## config.mk

```make
export PLATFORM = sky130hd
export DESIGN_NAME = cssw_top
export DESIGN_NICKNAME = d
export VERILOG_FILES = /design/src/cssw_pkg.sv /design/src/cssw_top.sv
export VERILOG_INCLUDE_DIRS = /design/src
export SDC_FILE = /design/constraint.sdc
export NUM_CORES = 1
export LEC_CHECK = 0
export BUFFER_PORTS_ARGS = -buffer_cell sky130_fd_sc_hd__clkbuf_2
export CAP_MARGIN = 10
export CORE_ASPECT_RATIO = 1.75
export CORE_MARGIN = 10
export CORE_UTILIZATION = 40
export DETAILED_ROUTE_END_ITERATION = 8
export GPL_ROUTABILITY_DRIVEN = 0
export PLACE_DENSITY_LB_ADDON = 0.15
export SYNTH_ARGS = -nofsm -noshare
export SYNTH_HDL_FRONTEND = slang
export SYNTH_SLANG_ARGS = --single-unit
```

## constraint.sdc

```tcl
create_clock -name clk -period 2.1 [get_ports clk]
set_clock_uncertainty 0.1 [all_clocks]
set_input_delay 0.21 -clock clk [delete_from_list [all_inputs] [get_ports clk]]
set_output_delay 0.21 -clock clk [all_outputs]
set_load 0.01 [all_outputs]
```

## src/cssw_cfg.svh

```systemverilog
/*
 * constants of the clock source switch: register offsets, field positions,
 * reset values and timing counts. assumes a 25 mhz register-side clock.
 */
`ifndef CSSW_CFG_SVH
`define CSSW_CFG_SVH

`define CSSW_ADDR_W           3
`define CSSW_OFF_MAIN_OSC     3'h0
`define CSSW_OFF_STAB_TIME    3'h1
`define CSSW_OFF_RUN_STOP     3'h2
`define CSSW_OFF_STAB_COUNT   3'h3
`define CSSW_OFF_SYS_CLK      3'h4
`define CSSW_OFF_SUB_SUPPLY   3'h5
`define CSSW_OFF_SUB_SELECT   3'h6

// main_osc_mode_ctrl fields
`define CSSW_B_HS_EXT         7
`define CSSW_B_HS_XTAL        6
`define CSSW_B_SUB_EXT        5
`define CSSW_B_SUB_XTAL       4
`define CSSW_MAIN_OSC_MASK    8'hF7
// osc_run_stop_ctrl fields
`define CSSW_B_HS_STOP        7
`define CSSW_B_SUB_STOP       6
`define CSSW_B_MID_EN         1
`define CSSW_B_FAST_STOP      0
`define CSSW_RUN_STOP_MASK    8'hC3
`define CSSW_RUN_STOP_RST     8'hC2
// system_clock_ctrl fields
`define CSSW_B_CPU_STAT       7
`define CSSW_B_CPU_SEL        6
`define CSSW_B_MAIN_STAT      5
`define CSSW_B_MAIN_SEL       4
`define CSSW_B_ONCHIP_STAT    1
`define CSSW_B_ONCHIP_SEL     0
// subclock_supply_mode fields, then subclock_source_select and osc_stab_time_select ones
`define CSSW_B_SUPPLY_LIMIT   7
`define CSSW_B_TIMER_LOWOSC   4
`define CSSW_SUB_SUPPLY_MASK  8'h90
`define CSSW_B_LOW_EN         0
`define CSSW_STAB_TIME_MASK   8'h07
`define CSSW_STAB_TIME_RST    8'h07

// switch handshake: cycles spent in the gap state; clk_gate stays low 6 cycles in all
`define CSSW_SWITCH_GAP       4
`define CSSW_CLK_MHZ          25
`define CSSW_FAST_STAB_US     65
`define CSSW_LOW_STAB_US      210
`define CSSW_FAST_STAB_CYC    ((`CSSW_FAST_STAB_US * `CSSW_CLK_MHZ))
`define CSSW_LOW_STAB_CYC     ((`CSSW_LOW_STAB_US * `CSSW_CLK_MHZ))

`endif

```

## src/cssw_pkg.sv

```systemverilog
/*
 * types of the clock source switch. assumes cssw_cfg.svh holds the numbers.
 */
package cssw_pkg;
   // cpu/peripheral source seen by the glitch-free selector
   typedef enum logic [2:0] {
      CSSW_SRC_FAST = 3'h0,
      CSSW_SRC_MID  = 3'h1,
      CSSW_SRC_HS   = 3'h3,
      CSSW_SRC_SUB  = 3'h2,
      CSSW_SRC_LOW  = 3'h6
   } cssw_src_t;

   // switch sequencer, gray along idle-drain-gap-engage
   typedef enum logic [1:0] {
      CSSW_IDLE   = 2'h0,
      CSSW_DRAIN  = 2'h1,
      CSSW_GAP    = 2'h3,
      CSSW_ENGAGE = 2'h2
   } cssw_state_t;
endpackage

```

## src/cssw_top.sv

```systemverilog
/*
 * clock source switch: oscillator enables, x1 stabilization counter and a
 * glitch-free source selector steered by seven 8-bit registers.
 * assumes one 25 mhz clock and synchronous active-high reset.
 */
// Function
// - x1 select enables crystal; with external bit it selects external input
// - three stabilization-select bits pick x1 wait; 010 gives 2^10 cycles, 41 us
// - clearing x1 stop bit starts x1; external clock applied first
// - stabilization status reports elapsed x1 wait as thermometer bits
// - main-source select bit picks high-speed system clock or on-chip clock
// - main-source status reads 1 once main clock really switched to high-speed
// - clearing middle-speed enable stops middle oscillator; setting keeps it
// - timer lowosc bit makes low oscillator the interval timer count clock
// - supply-limit bit feeds only rtc and timer in standby from subclock
// - xt1 select enables subsystem crystal; with external bit selects input
// - clearing xt1 stop bit starts xt1; external clock applied first
// - cpu-source select bit picks subsystem clock or main system clock
// - cpu-source status reads 1 when cpu actually runs on subclock
// - clearing fast stop bit starts fast oscillator; software waits 65 us
// - clearing low-oscillator enable stops it; keep running for timer
// - on-chip speed select 0 picks fast oscillator, 1 middle oscillator
// - on-chip speed status shows which on-chip oscillator drives clock
// - setting low-oscillator enable starts it; 210 us before selection
`timescale 1ns/1ps
`include "cssw_cfg.svh"

module cssw_top #(
   parameter int STAB_W = 18 // x1 stabilization counter width, 2^18 max wait
) (
   input  wire logic                    clk,
   input  wire logic                    reset,
   input  wire logic                    clk_en,
   input  wire logic [`CSSW_ADDR_W-1:0] reg_addr,
   input  wire logic [7:0]              reg_wdata,
   input  wire logic                    reg_write,
   input  wire logic                    reg_read,
   output logic      [7:0]              reg_rdata,
   input  wire logic                    standby_req,
   output logic                         hs_crystal_run,
   output logic                         hs_external_input_sel,
   output logic                         hs_gain_high,
   output logic                         sub_crystal_run,
   output logic                         sub_external_input_sel,
   output logic      [1:0]              sub_drive_sel,
   output logic                         fast_osc_run,
   output logic                         mid_osc_run,
   output logic                         low_osc_run,
   output logic                         interval_timer_lowosc_sel,
   output logic                         sub_clock_to_periph,
   output cssw_pkg::cssw_src_t          clk_src_sel,
   output logic                         clk_gate
);
   import cssw_pkg::*;

   initial begin
      if (STAB_W < 18 || STAB_W > 24) begin
         $error("cssw_top: STAB_W must be 18 to 24");
      end
   end

   logic [7:0]  main_osc_mode_ctrl;
   logic [7:0]  osc_stab_time_select;
   logic [7:0]  osc_run_stop_ctrl;
   logic [7:0]  subclock_supply_mode;
   logic [7:0]  subclock_source_select;
   logic        onchip_speed_select;
   logic        main_source_select;
   logic        cpu_source_select;
   logic        onchip_speed_status;
   logic        main_source_status;
   logic        cpu_source_status;
   logic [7:0]  osc_stab_count_status;
   // one spare bit so the longest wait, 2^18, is reachable before wrap
   logic [STAB_W:0] stab_count;
   logic        stab_hold;
   logic [7:0]  next_rdata;
   cssw_state_t sw_state;
   cssw_src_t   cur_src;
   cssw_src_t   want_src;
   logic [2:0]  gap_count;
   logic        hs_external_mode;

   // thermometer threshold: counter reached 2^bit
   function automatic logic reached(input logic [STAB_W:0] cnt, input int unsigned bitn);
      reached = |(cnt >> bitn);
   endfunction

   // wanted source from the select bits
   function automatic cssw_src_t pick_src(input logic cpu_sel, input logic main_sel,
                                          input logic speed_sel, input logic sub_xtal);
      if (cpu_sel) begin
         pick_src = sub_xtal ? CSSW_SRC_SUB : CSSW_SRC_LOW;
      end else if (main_sel) begin
         pick_src = CSSW_SRC_HS;
      end else begin
         pick_src = speed_sel ? CSSW_SRC_MID : CSSW_SRC_FAST;
      end
   endfunction

   // register writes; reserved bits masked off on the way in
   always_ff @(posedge clk) begin
      if (reset) begin
         main_osc_mode_ctrl     <= 8'h00;
         osc_stab_time_select   <= `CSSW_STAB_TIME_RST;
         osc_run_stop_ctrl      <= `CSSW_RUN_STOP_RST;
         subclock_supply_mode   <= 8'h00;
         subclock_source_select <= 8'h00;
         onchip_speed_select    <= 1'b1;
         main_source_select     <= 1'b0;
         cpu_source_select      <= 1'b0;
      end else if (clk_en && reg_write) begin
         case (reg_addr)
            `CSSW_OFF_MAIN_OSC: begin
               main_osc_mode_ctrl <= reg_wdata & `CSSW_MAIN_OSC_MASK;
            end
            `CSSW_OFF_STAB_TIME: begin
               osc_stab_time_select <= reg_wdata & `CSSW_STAB_TIME_MASK;
            end
            `CSSW_OFF_RUN_STOP: begin
               osc_run_stop_ctrl <= reg_wdata & `CSSW_RUN_STOP_MASK;
            end
            `CSSW_OFF_SYS_CLK: begin
               cpu_source_select   <= reg_wdata[`CSSW_B_CPU_SEL];
               // main select frozen while cpu runs on subclock, a harmless guard
               if (!cpu_source_status) begin
                  main_source_select <= reg_wdata[`CSSW_B_MAIN_SEL];
               end
               onchip_speed_select <= reg_wdata[`CSSW_B_ONCHIP_SEL];
            end
            `CSSW_OFF_SUB_SUPPLY: begin
               subclock_supply_mode <= reg_wdata & `CSSW_SUB_SUPPLY_MASK;
            end
            `CSSW_OFF_SUB_SELECT: begin
               subclock_source_select <= {7'h00, reg_wdata[`CSSW_B_LOW_EN]};
            end
            default: begin
            end
         endcase
      end
   end

   assign hs_external_mode = main_osc_mode_ctrl[`CSSW_B_HS_EXT];

   // x1 stabilization counter: restarts while x1 stopped; external input
   // is counted too, software simply does not wait for it
   always_ff @(posedge clk) begin
      if (reset) begin
         stab_count <= '0;
      end else if (clk_en) begin
         if (osc_run_stop_ctrl[`CSSW_B_HS_STOP] || !main_osc_mode_ctrl[`CSSW_B_HS_XTAL]) begin
            stab_count <= '0;
         end else if (!stab_hold) begin
            stab_count <= stab_count + (STAB_W+1)'(1);
         end
      end
   end

   // stop once the selected wait is reached: 2^(8..18) per select code
   always_comb begin
      case (osc_stab_time_select[2:0])
         3'h0: stab_hold = reached(stab_count, 8);
         3'h1: stab_hold = reached(stab_count, 9);
         3'h2: stab_hold = reached(stab_count, 10);
         3'h3: stab_hold = reached(stab_count, 11);
         3'h4: stab_hold = reached(stab_count, 13);
         3'h5: stab_hold = reached(stab_count, 15);
         3'h6: stab_hold = reached(stab_count, 17);
         default: stab_hold = reached(stab_count, 18);
      endcase
   end

   // thermometer status, msb is the shortest wait
   always_comb begin
      osc_stab_count_status[7] = reached(stab_count, 8);
      osc_stab_count_status[6] = reached(stab_count, 9);
      osc_stab_count_status[5] = reached(stab_count, 10);
      osc_stab_count_status[4] = reached(stab_count, 11);
      osc_stab_count_status[3] = reached(stab_count, 13);
      osc_stab_count_status[2] = reached(stab_count, 15);
      osc_stab_count_status[1] = reached(stab_count, 17);
      osc_stab_count_status[0] = reached(stab_count, 18);
   end

   // glitch-free switch: gate clock, wait, move cur_src, then move mux and ungate on one edge
   always_ff @(posedge clk) begin
      if (reset) begin
         sw_state  <= CSSW_IDLE;
         cur_src   <= CSSW_SRC_MID;
         want_src  <= CSSW_SRC_MID;
         gap_count <= 3'h0;
         clk_gate  <= 1'b1;
      end else if (clk_en) begin
         case (sw_state)
            CSSW_IDLE: begin
               want_src <= pick_src(cpu_source_select, main_source_select,
                                    onchip_speed_select,
                                    main_osc_mode_ctrl[`CSSW_B_SUB_XTAL]);
               if (want_src != cur_src) begin
                  clk_gate <= 1'b0;
                  sw_state <= CSSW_DRAIN;
               end
            end
            CSSW_DRAIN: begin
               gap_count <= 3'h0;
               sw_state  <= CSSW_GAP;
            end
            CSSW_GAP: begin
               gap_count <= gap_count + 3'h1;
               if (gap_count == 3'(`CSSW_SWITCH_GAP - 1)) begin
                  cur_src  <= want_src; // clk_src_sel follows on the edge clk_gate rises
                  sw_state <= CSSW_ENGAGE;
               end
            end
            CSSW_ENGAGE: begin
               clk_gate <= 1'b1;
               sw_state <= CSSW_IDLE;
            end
            default: begin
               sw_state <= CSSW_IDLE;
            end
         endcase
      end
   end

   // status bits follow the source actually engaged, not the request
   always_ff @(posedge clk) begin
      if (reset) begin
         onchip_speed_status <= 1'b1;
         main_source_status  <= 1'b0;
         cpu_source_status   <= 1'b0;
      end else if (clk_en && sw_state == CSSW_ENGAGE) begin
         cpu_source_status   <= (cur_src == CSSW_SRC_SUB) || (cur_src == CSSW_SRC_LOW);
         if (cur_src != CSSW_SRC_SUB && cur_src != CSSW_SRC_LOW) begin
            main_source_status  <= (cur_src == CSSW_SRC_HS);
            if (cur_src != CSSW_SRC_HS) begin
               onchip_speed_status <= (cur_src == CSSW_SRC_MID);
            end
         end
      end
   end

   // oscillator controls, timer clock, subclock supply and source select, all registered
   always_ff @(posedge clk) begin
      if (reset) begin
         hs_crystal_run            <= 1'b0;
         hs_external_input_sel     <= 1'b0;
         hs_gain_high              <= 1'b0;
         sub_crystal_run           <= 1'b0;
         sub_external_input_sel    <= 1'b0;
         sub_drive_sel             <= 2'h0;
         fast_osc_run              <= 1'b0;
         mid_osc_run               <= 1'b1;
         low_osc_run               <= 1'b0;
         interval_timer_lowosc_sel <= 1'b0;
         sub_clock_to_periph       <= 1'b1;
         clk_src_sel               <= CSSW_SRC_MID;
      end else if (clk_en) begin
         hs_crystal_run <= main_osc_mode_ctrl[`CSSW_B_HS_XTAL] && !hs_external_mode
                           && !osc_run_stop_ctrl[`CSSW_B_HS_STOP];
         hs_external_input_sel <= main_osc_mode_ctrl[`CSSW_B_HS_XTAL] && hs_external_mode
                                  && !osc_run_stop_ctrl[`CSSW_B_HS_STOP];
         hs_gain_high <= main_osc_mode_ctrl[0];
         sub_crystal_run <= main_osc_mode_ctrl[`CSSW_B_SUB_XTAL]
                            && !main_osc_mode_ctrl[`CSSW_B_SUB_EXT]
                            && !osc_run_stop_ctrl[`CSSW_B_SUB_STOP];
         sub_external_input_sel <= main_osc_mode_ctrl[`CSSW_B_SUB_XTAL]
                                   && main_osc_mode_ctrl[`CSSW_B_SUB_EXT]
                                   && !osc_run_stop_ctrl[`CSSW_B_SUB_STOP];
         sub_drive_sel <= main_osc_mode_ctrl[2:1];
         fast_osc_run <= !osc_run_stop_ctrl[`CSSW_B_FAST_STOP];
         mid_osc_run  <= osc_run_stop_ctrl[`CSSW_B_MID_EN];
         low_osc_run  <= subclock_source_select[`CSSW_B_LOW_EN];
         interval_timer_lowosc_sel <= subclock_supply_mode[`CSSW_B_TIMER_LOWOSC];
         // in standby with the limit set, only rtc and timer keep the subclock
         sub_clock_to_periph <= !(subclock_supply_mode[`CSSW_B_SUPPLY_LIMIT]
                                  && standby_req);
         clk_src_sel <= cur_src;
      end
   end

   // read mux; unmapped offsets read zero
   always_comb begin
      case (reg_addr)
         `CSSW_OFF_MAIN_OSC:   next_rdata = main_osc_mode_ctrl;
         `CSSW_OFF_STAB_TIME:  next_rdata = osc_stab_time_select;
         `CSSW_OFF_RUN_STOP:   next_rdata = osc_run_stop_ctrl;
         `CSSW_OFF_STAB_COUNT: next_rdata = osc_stab_count_status;
         `CSSW_OFF_SYS_CLK:    next_rdata = {cpu_source_status, cpu_source_select,
                                             main_source_status, main_source_select,
                                             2'h0, onchip_speed_status,
                                             onchip_speed_select};
         `CSSW_OFF_SUB_SUPPLY: next_rdata = subclock_supply_mode;
         `CSSW_OFF_SUB_SELECT: next_rdata = subclock_source_select;
         default:              next_rdata = 8'h00;
      endcase
   end

   // read data valid only in the cycle after the strobe
   always_ff @(posedge clk) begin
      if (reset) begin
         reg_rdata <= 8'h00;
      end else if (clk_en) begin
         reg_rdata <= reg_read ? next_rdata : 8'h00;
      end
   end
endmodule

```

Word level (Yosys, flattened, before mapping). Index checks and enable logic that the tools add are counted.

Add/subtract/negate cells: 2. Eq/ne operators: 27. Multiplexer cells: 15. Bitwise operators: 1. Reduce and logical (&&, ||, !) cells: 48.

Operators by type and width (count): $pmux 8 s7 (1); $mux 19 (2); $eq 3x2->1 const B (7); $eq 3x3->1 const B (7); $reduce_and 2->1 (10); $add 19x1->19 const B (1); $reduce_and 3->1 (5); $logic_and 1x1->1 (12); $reduce_or 11->1 (1); $reduce_or 10->1 (1); $eq 3x1->1 const B (3); $reduce_or 9->1 (1); $mux 8 (1); $pmux 2 s4 (1); $reduce_or 8->1 (1); $logic_not 1->1 (7); $pmux 1 s7 (1); $logic_not 3->1 (2); $mux 2 (3); $mux 3 (2); $ne 3x2->1 const B (2); $pmux 3 s2 (1); $reduce_or 6->1 (1); $eq 2x2->1 const B (2); other kinds (14) (18).

Register bits: 77. Input port bits: 17. Output and inout bits: 24. Logic and storage cells: 123.

Depth between registers and ports, before layout. Gate-level depths: netlist (run 1).

Word-level depth: 4. Mapped depth: 8. Depth with buffers taken out: 7.

Worst setup path after synthesis (run 1). OpenSTA, ideal clock, no wires.

Kind: register -> register. From: register stab_count[0]. To: register stab_count[18]. Library setup time: 0.074 ns. Arrival: 1.930 ns. Required time: 1.926 ns. Setup slack: -0.005 ns. Stages on the path, launching flop included: 8. Path buffers: 0. Period minus slack after synthesis: 2.105 ns. Cell sequence: dfxtp_1 -> ha_1 -> and3_1 -> nand3_1 -> nor3b_1 -> nand3_1 -> or4_1 -> a31oi_1.

Cells in the longest elaborated chain, start to end: 3.

Ends and longest elaborated chain: start, declared (line cssw_top.sv:75) `logic [STAB_W:0] stab_count;`; start signal, assigned (line cssw_top.sv:154) `stab_count <= stab_count + (STAB_W+1)'(1);`; $add 19x1->19 (line cssw_top.sv:154); $mux 19 (line cssw_top.sv:153) `end else if (!stab_hold) begin`; $mux 19 (line cssw_top.sv:151) `` if (osc_run_stop_ctrl[`CSSW_B_HS_STOP] || !main_osc_mode_ctrl[`CSSW_B_HS_XTAL]) begin ``.

No other way between the ends. The select of a mux whose other input is x is not followed. A chain may end at the register's enable or synchronous reset.

Worst setup path after layout (run 1).
From: register stab_count[16]. To: register stab_count[17].

Cells in the longest elaborated chain, start to end: 4. Elaborated cells on any way between the ends: 12. Those cells by class: add/sub: 1; eq/ne: 1; mux: 3; reduce/logical: 7.

Ends and longest elaborated chain: branches (longest 4 deep; another with $add 19x1->19).

Several ways; the timed one is not identified. The select of a mux whose other input is x is not followed.

==> run_results.csv, run 1 <==
group,metric,value,unit
power,internal_power,0.00285,W
synth,synth_common_cells,"dfxtp_1 (77), nor2_1 (58), mux2i_1 (35)",
sta,fmax,478,MHz
synth,synth-seq-area-share,41.4,%
drt,vias,3448,
critical_path,crit_type,"reg -> reg",
clock_tree,clk_pin_slew,60,ps
sta,whs,11.6,ps
synth,synth_seq_cells,77,
global_routing,grt_pass1_wl,17400,um
sta,rsz0062_at_grt,"yes",
critical_path,cp-start-kind,"register",
synth,netlist-cell-type-count,53,
synth,synth_edf_count,0,
synth,yosys-top-cells-area,"dfxtp_1 (41%), mux2i_1 (9.4%), nor2_1 (5.8%)",
synth,synth.yosys.warnings,0,
synth,synth_cells,438,
critical_path,cp_top_family,"compound AO/OA/AOI/OAI gates",
critical_path,reg2reg_depth,8,
power,seqPwrFrac,41.5,%
drt,drc,0,
power,p_clk_share,51.5,%
clock_tree,clock_sinks,77,
floorplan,io_pins,41,
power,p_per_area,749,nW/um^2
synth,async_flop_share,0,%
floorplan,core_area,9090,sq um
critical_path,crit_path_max_incr_delay,360,ps
synth,yosys.area.top_type,"dfxtp_1",
floorplan,die_h,148,um
synth,yosys_most_used_dff,"dfxtp_1",
synth,syn-num-nets,458,
floorplan,die_w,93.0,um
finish,diodes,0,
drt,first_pass_iters,5,
drt,avgViaCountPerCell,5.41,
critical_path,crit_chain,"nor4_4, buf_4, o211ai_1, a21oi_4, buf_4, o31ai_4, or3_1, a21oi_1",
power,peakVddDrop,0.516,mV
floorplan,start_util,41.0,%
critical_path,slowest_stage,"or3_1",
sta,slew_headroom,69.3,%
power,p_total,0.00363,W
finish,drive_above_1_share,26.3,%
global_routing,grt_start_max_net_pins,28,
floorplan,num_rows,46,
drt,drtIter0Drc,128,
clock_tree,tritoncts,"yes",
worst_hold_path,whs_path_depth,3,
synth,synth_most_common_cell,"dfxtp_1",
power,power.leakage,1.87,nW
critical_path,cp.required,2270,ps
synth,avgSynthCellArea,8.51,sq um
synth,syn-cell-area,3730,sq um
worst_hold_path,worstHoldPathType,"in -> reg",
sta,setup_viol,0,
sta,slew_violations,0,
status,status,"finished, final reports clean",
floorplan,dieArea,13700,sq um
clock_tree,cts_made_buffers,9,
placed_design,io_buffers,39,
sta,setup_tns,0,ps
global_routing,antenna_found_initial,0,
sta,fin_crit,2090,ps
global_routing,globalRoute.totalOverflow,0,
clock_tree,cts_buffer_depth,2,
power,switching_share,21.6,%
placed_design,hpwl,7720,um
clock_tree,htreeDepth,3,
sta,post-route-period-util,99.6,%
finish,nNetsFinal,532,
critical_path,arrival,2270,ps
critical_path,worst-path-stages,8,
drt,drtAntennaViolNets,0,
critical_path,crit_fanout,5,
finish,syn2layout_area_growth,30.1,%
drt,wirelength,10400,um
job,drv_cap,0,
global_routing,grt_pass1_vias,3478,
synth,synth_top_cell_area_share,41.4,%
sta,hold_violations,0,
critical_path,path_buf_inv,2,
drt,wl_per_cell,16.4,um
sta,worst-slew-pin-transition,458,ps
power,power_switching,0.000786,W
clock_tree,clk-insertion-delay-late,340,ps
global_routing,track_usage,15.7,%
critical_path,end_kind,"register",
clock_tree,root_buffer,"clkbuf_16",
critical_path,worst_path_most_repeated_cell,"buf_4",
power,p_comb_share,7.0,%
-- state kept, by name, indices dropped and copies added (netlist names), 3 cells and up --
name and cells:
clk_src_sel 3, cur_src 3, gap_count 3, main_osc_mode_ctrl 7, osc_run_stop_ctrl 4, osc_stab_time_select 3
reg_rdata 8, stab_count 19, want_src 3
-- tightest hold or removal path: stages --
cell and delay, ps:
clkbuf_2 80, mux2i_1 50, nor2_1 70
-- through the flow --
stage	utilization, %	std cells	worst slack, ps	cell area [sq um]
final	53.3	637	7.91	4850
after global routing	53.3	637	-115	4850
after CTS	52.1	634	-40.9	4740
after detailed placement	47.3	615	-180	4300
after global placement	47.3	615	-121	4300
after floorplan	-	438	74.4	3730
-- routing by layer --
| metal | wire [um] | vias to the layer above | GRT usage (%) |
|---|---|---|---|
| li1 | - | 1726 | - |
| met1 | 4120 | 1650 | 17.0 |
| met2 | 5720 | 52 | 28.1 |
| met3 | 338 | 20 | 3.19 |
| met4 | 264 | 0 | 7.29 |
| met5 | 0 | - | 0 |
-- cells in the final DEF (no fill, tap or decap), drive strengths merged, types with 2 or more instances in the layout --
master    n
or3       5
and3      3
nand3    15
o21a      2
mux2      2
mux2i    35
nand2b   12
xnor2     3
o2111ai   3
dfxtp    77
a31oi     8
bufinv    3
o32ai     2
nor2     60
o31ai     4
ha        3
and2      2
or4       2
nor3b    10
nor4      6
nor3     10
a211o    12
a21oi    35
nand2    24
nand3b    2
inv       6
o22ai     2
nand4     7
o211ai    5
nor2b    22
o21ai    22
buf      50
clkbuf   52
-- path summary, 6_finish.rpt --
| kind | start | end | slack [ps] |
|---|---|---|---|
| min reg2reg | gap_count[1]$_SDFFE_PP0P_ | gap_count[1]$_SDFFE_PP0P_ | 360 |
| min | reg_wdata[5] | main_osc_mode_ctrl[5]$_SDFFE_PP0P_ | 10 |
| max | stab_count[16]$_SDFFE_PP0P_ | stab_count[17]$_SDFFE_PP0P_ | 8 |
| max reg2reg | stab_count[16]$_SDFFE_PP0P_ | stab_count[17]$_SDFFE_PP0P_ | 8 |
-- power by group through the flow --
stage | sequential [W] | clock [W] | combinational (W)
finish | 0.00151 | 0.00187 | 0.000256
global route | 0.00151 | 0.00196 | 0.000283
CTS | 0.00151 | 0.00191 | 0.000250
detailed placement | 0.00154 | 0 | 0.000245
global placement | 0.00154 | 0 | 0.000242
floorplan | 0.00154 | 0 | 0.000152
-- logic make-up after synthesis --
logic type	after synthesis	share of synthesized area (%)
simple gates	183	25.8
xor+xnor	3	0.705
flops	77	41.4
buf+inv	33	3.69
fa+ha+maj	3	1.01
compound gates	102	17.5
mux	37	10.0
-- repair_timing --
action / CTS / global route
cloned: 0 / 1
hold buffers: 1 / 0
gates resized for setup: 13 / 20
setup buffers: 2 / 2
setup endpoints to repair: 15 / 16
endpoints found under the hold margin: 1 / 0
pin swaps: 8 / 13
-- final cells by class --
type,instances,area (sq um)
clock inverter,3,90.1
fill,907,4250
tap,120,150
clock buffer,13,270
inverter,6,22.5
multi-input combinational,328,2180
sequential,77,1550
timing repair buffer,90,586
Note: power is estimated with default switching activity, not from simulation.
==> run 2: changes to the inputs <==
Clock period 2.1 ns to 1.7 ns, I/O delays scaled along.
==> run_results.csv, run 2 (same netlist as run 1, synthesis figures left out) <==
group,metric,value,unit
placed_design,io_buffers,39,
critical_path,crit_type,"reg -> reg",
drt,vias,3579,
placed_design,dp_cells,647,
clock_tree,clk-insertion-delay-late,340,ps
sta,post-route-period-util,122,%
clock_tree,clock_sinks,77,
finish,diodes,0,
drt,drtAntennaViolNets,0,
sta,setup_tns,-6280,ps
critical_path,crit_fanout,4,
global_routing,grt_pass1_vias,3760,
finish,fill_cells,854,
clock_tree,cts_made_buffers,9,
power,p_comb_share,8.5,%
sta,rsz0062_at_grt,"yes",
floorplan,io_pins,41,
finish,mostFrequentLayoutCells,"buf_4 (74), dfxtp_1 (71), nor2_1 (57)",
clock_tree,tritoncts,"yes",
power,seqPwrFrac,43.2,%
global_routing,globalRoute.totalOverflow,0,
finish,nNetsFinal,570,
critical_path,crit_path_max_incr_delay,400,ps
drt,wirelength,10900,um
drt,first_pass_iters,4,
power,peakVddDrop,0.653,mV
global_routing,track_usage,16.3,%
global_routing,antenna_found_initial,0,
drt,drtIter0Drc,94,
sta,whs,7.71,ps
power,p_clk_share,48.3,%
sta,worst-slew-pin-transition,549,ps
clock_tree,root_buffer,"clkbuf_16",
critical_path,slowest_stage,"or4_1",
sta,slew_violations,0,
finish,largest_reg_flops,19,
finish,final_common_cell,"buf_4",
clock_tree,cts_buffer_depth,2,
drt,drc,0,
critical_path,end_kind,"register",
global_routing,grt_pass1_wl,18000,um
finish,drive_above_1_share,35.5,%
global_routing,grt_start_max_net_pins,56,
clock_tree,htreeDepth,3,
floorplan,core_area,9090,sq um
finish,syn2layout_area_growth,42.3,%
power,switching_share,22.8,%
sta,fmax,484,MHz
finish,multi_input_area,2320,sq um
sta,fin_crit,2070,ps
sta,layout_setup_ws,-368,ps
power,internal_power,0.00333,W
finish,instances_no_fill,675,
clock_tree,clk_pin_slew,60,ps
power,p_per_area,813,nW/um^2
floorplan,dieArea,13700,sq um
sta,setup_viol,23,
drt,avgViaCountPerCell,5.30,
sta,slew_headroom,63.0,%
sta,hold_violations,0,
placed_design,dp_worst_setup_slack,-396,ps
job,drv_cap,0,
drt,wl_per_cell,16.1,um
critical_path,cp.required,1870,ps
finish,regMostFlops,"stab_count",
floorplan,start_util,41.0,%
power,power.leakage,2.08,nW
floorplan,die_w,93.0,um
critical_path,arrival,2240,ps
worst_hold_path,worstHoldPathType,"in -> reg",
critical_path,worst_path_most_repeated_cell,"buf_6",
floorplan,die_h,148,um
status,violations,"setup timing",
power,power_switching,0.000985,W
status,status,"complete, but fails checks",
floorplan,num_rows,46,
finish,reg_top3,"stab_count: 19 flops, reg_rdata: 8 flops, main_osc_mode_ctrl: 7 flops",
critical_path,crit_chain,"nor4_4, o2111ai_2, a21oi_2, buf_6, buf_6, nor2_2, or4_1, a31oi_1",
placed_design,hpwl,8310,um
critical_path,cp-start-kind,"register",
finish,regArea,1550,sq um
[run 2: cell types whose count changed in the layout (fill, tap and decap cells not counted), sizes merged]
cell	change
dlygate4sd3	+3
bufinv	-1
clkinv	+2
inv	+1
clkbuf	-2
buf	+35
[run 2: final timing paths]
kind,start,cells past startpoint,endpoint,slack [ps]
min,reg_wdata[4],3,main_osc_mode_ctrl[4]$_SDFFE_PP0P_,8
min reg2reg,gap_count[1]$_SDFFE_PP0P_,2,gap_count[1]$_SDFFE_PP0P_,370
max reg2reg,stab_count[16]$_SDFFE_PP0P_,8,stab_count[18]$_SDFFE_PP0P_,-370
max,stab_count[16]$_SDFFE_PP0P_,8,stab_count[18]$_SDFFE_PP0P_,-370
[run 2: routing by layer]
| metal | global-route usage [%] | vias up | wire (um) |
|---|---|---|---|
| met1 | 15.6 | 1712 | 4100 |
| met2 | 31.4 | 43 | 6290 |
| met4 | 7.75 | 0 | 262 |
| li1 | - | 1804 | - |
| met5 | 0 | - | 0 |
| met3 | 3.25 | 20 | 225 |
[run 2: repair_timing]
action	CTS	global route
endpoints found under the setup margin	21	23
hold endpoints to repair	5	0
pin swaps	27	13
buffers inserted	10	1
resized for setup	41	23
hold buffers	4	0
[run 2: power groups by stage]
stage / Sequential [W] / Clock, W / Combinational [W]
3_5_place_dp: 0.00190 / 0 / 0.000326
6_report: 0.00186 / 0.00208 / 0.000368
3_3_place_gp: 0.00190 / 0 / 0.000323
5_1_grt: 0.00187 / 0.00219 / 0.000401
4_1_cts: 0.00186 / 0.00212 / 0.000358
2_1_floorplan: 0.00190 / 0 / 0.000191
[run 2: worst max-delay path: cells and delay by family, from the launching register on]
kind	cells	cell delay, ps
buffers and inverters	2	240
AOI/OAI and AO/OA	3	530
DFF	1	330
and+or+nand+nor	3	810
[run 2: through the flow]
stage / util, % / power (W) / cell area, sq um
floorplan: - / 0.00209 / 3800
global placement: 50.7 / 0.00222 / 4610
detailed placement: 50.7 / 0.00223 / 4610
CTS: 57.2 / 0.00434 / 5200
global route: 58.3 / 0.00445 / 5300
finish: 58.3 / 0.00431 / 5300
[run 2: layout make-up]
type	count	area share, %
clock inverters	5	1.56
inverters	6	0.425
well taps	120	2.83
clock buffers	11	4.58
flip-flops and latches	77	29.2
repair buffers	128	17.6
multi-input cells	328	43.8
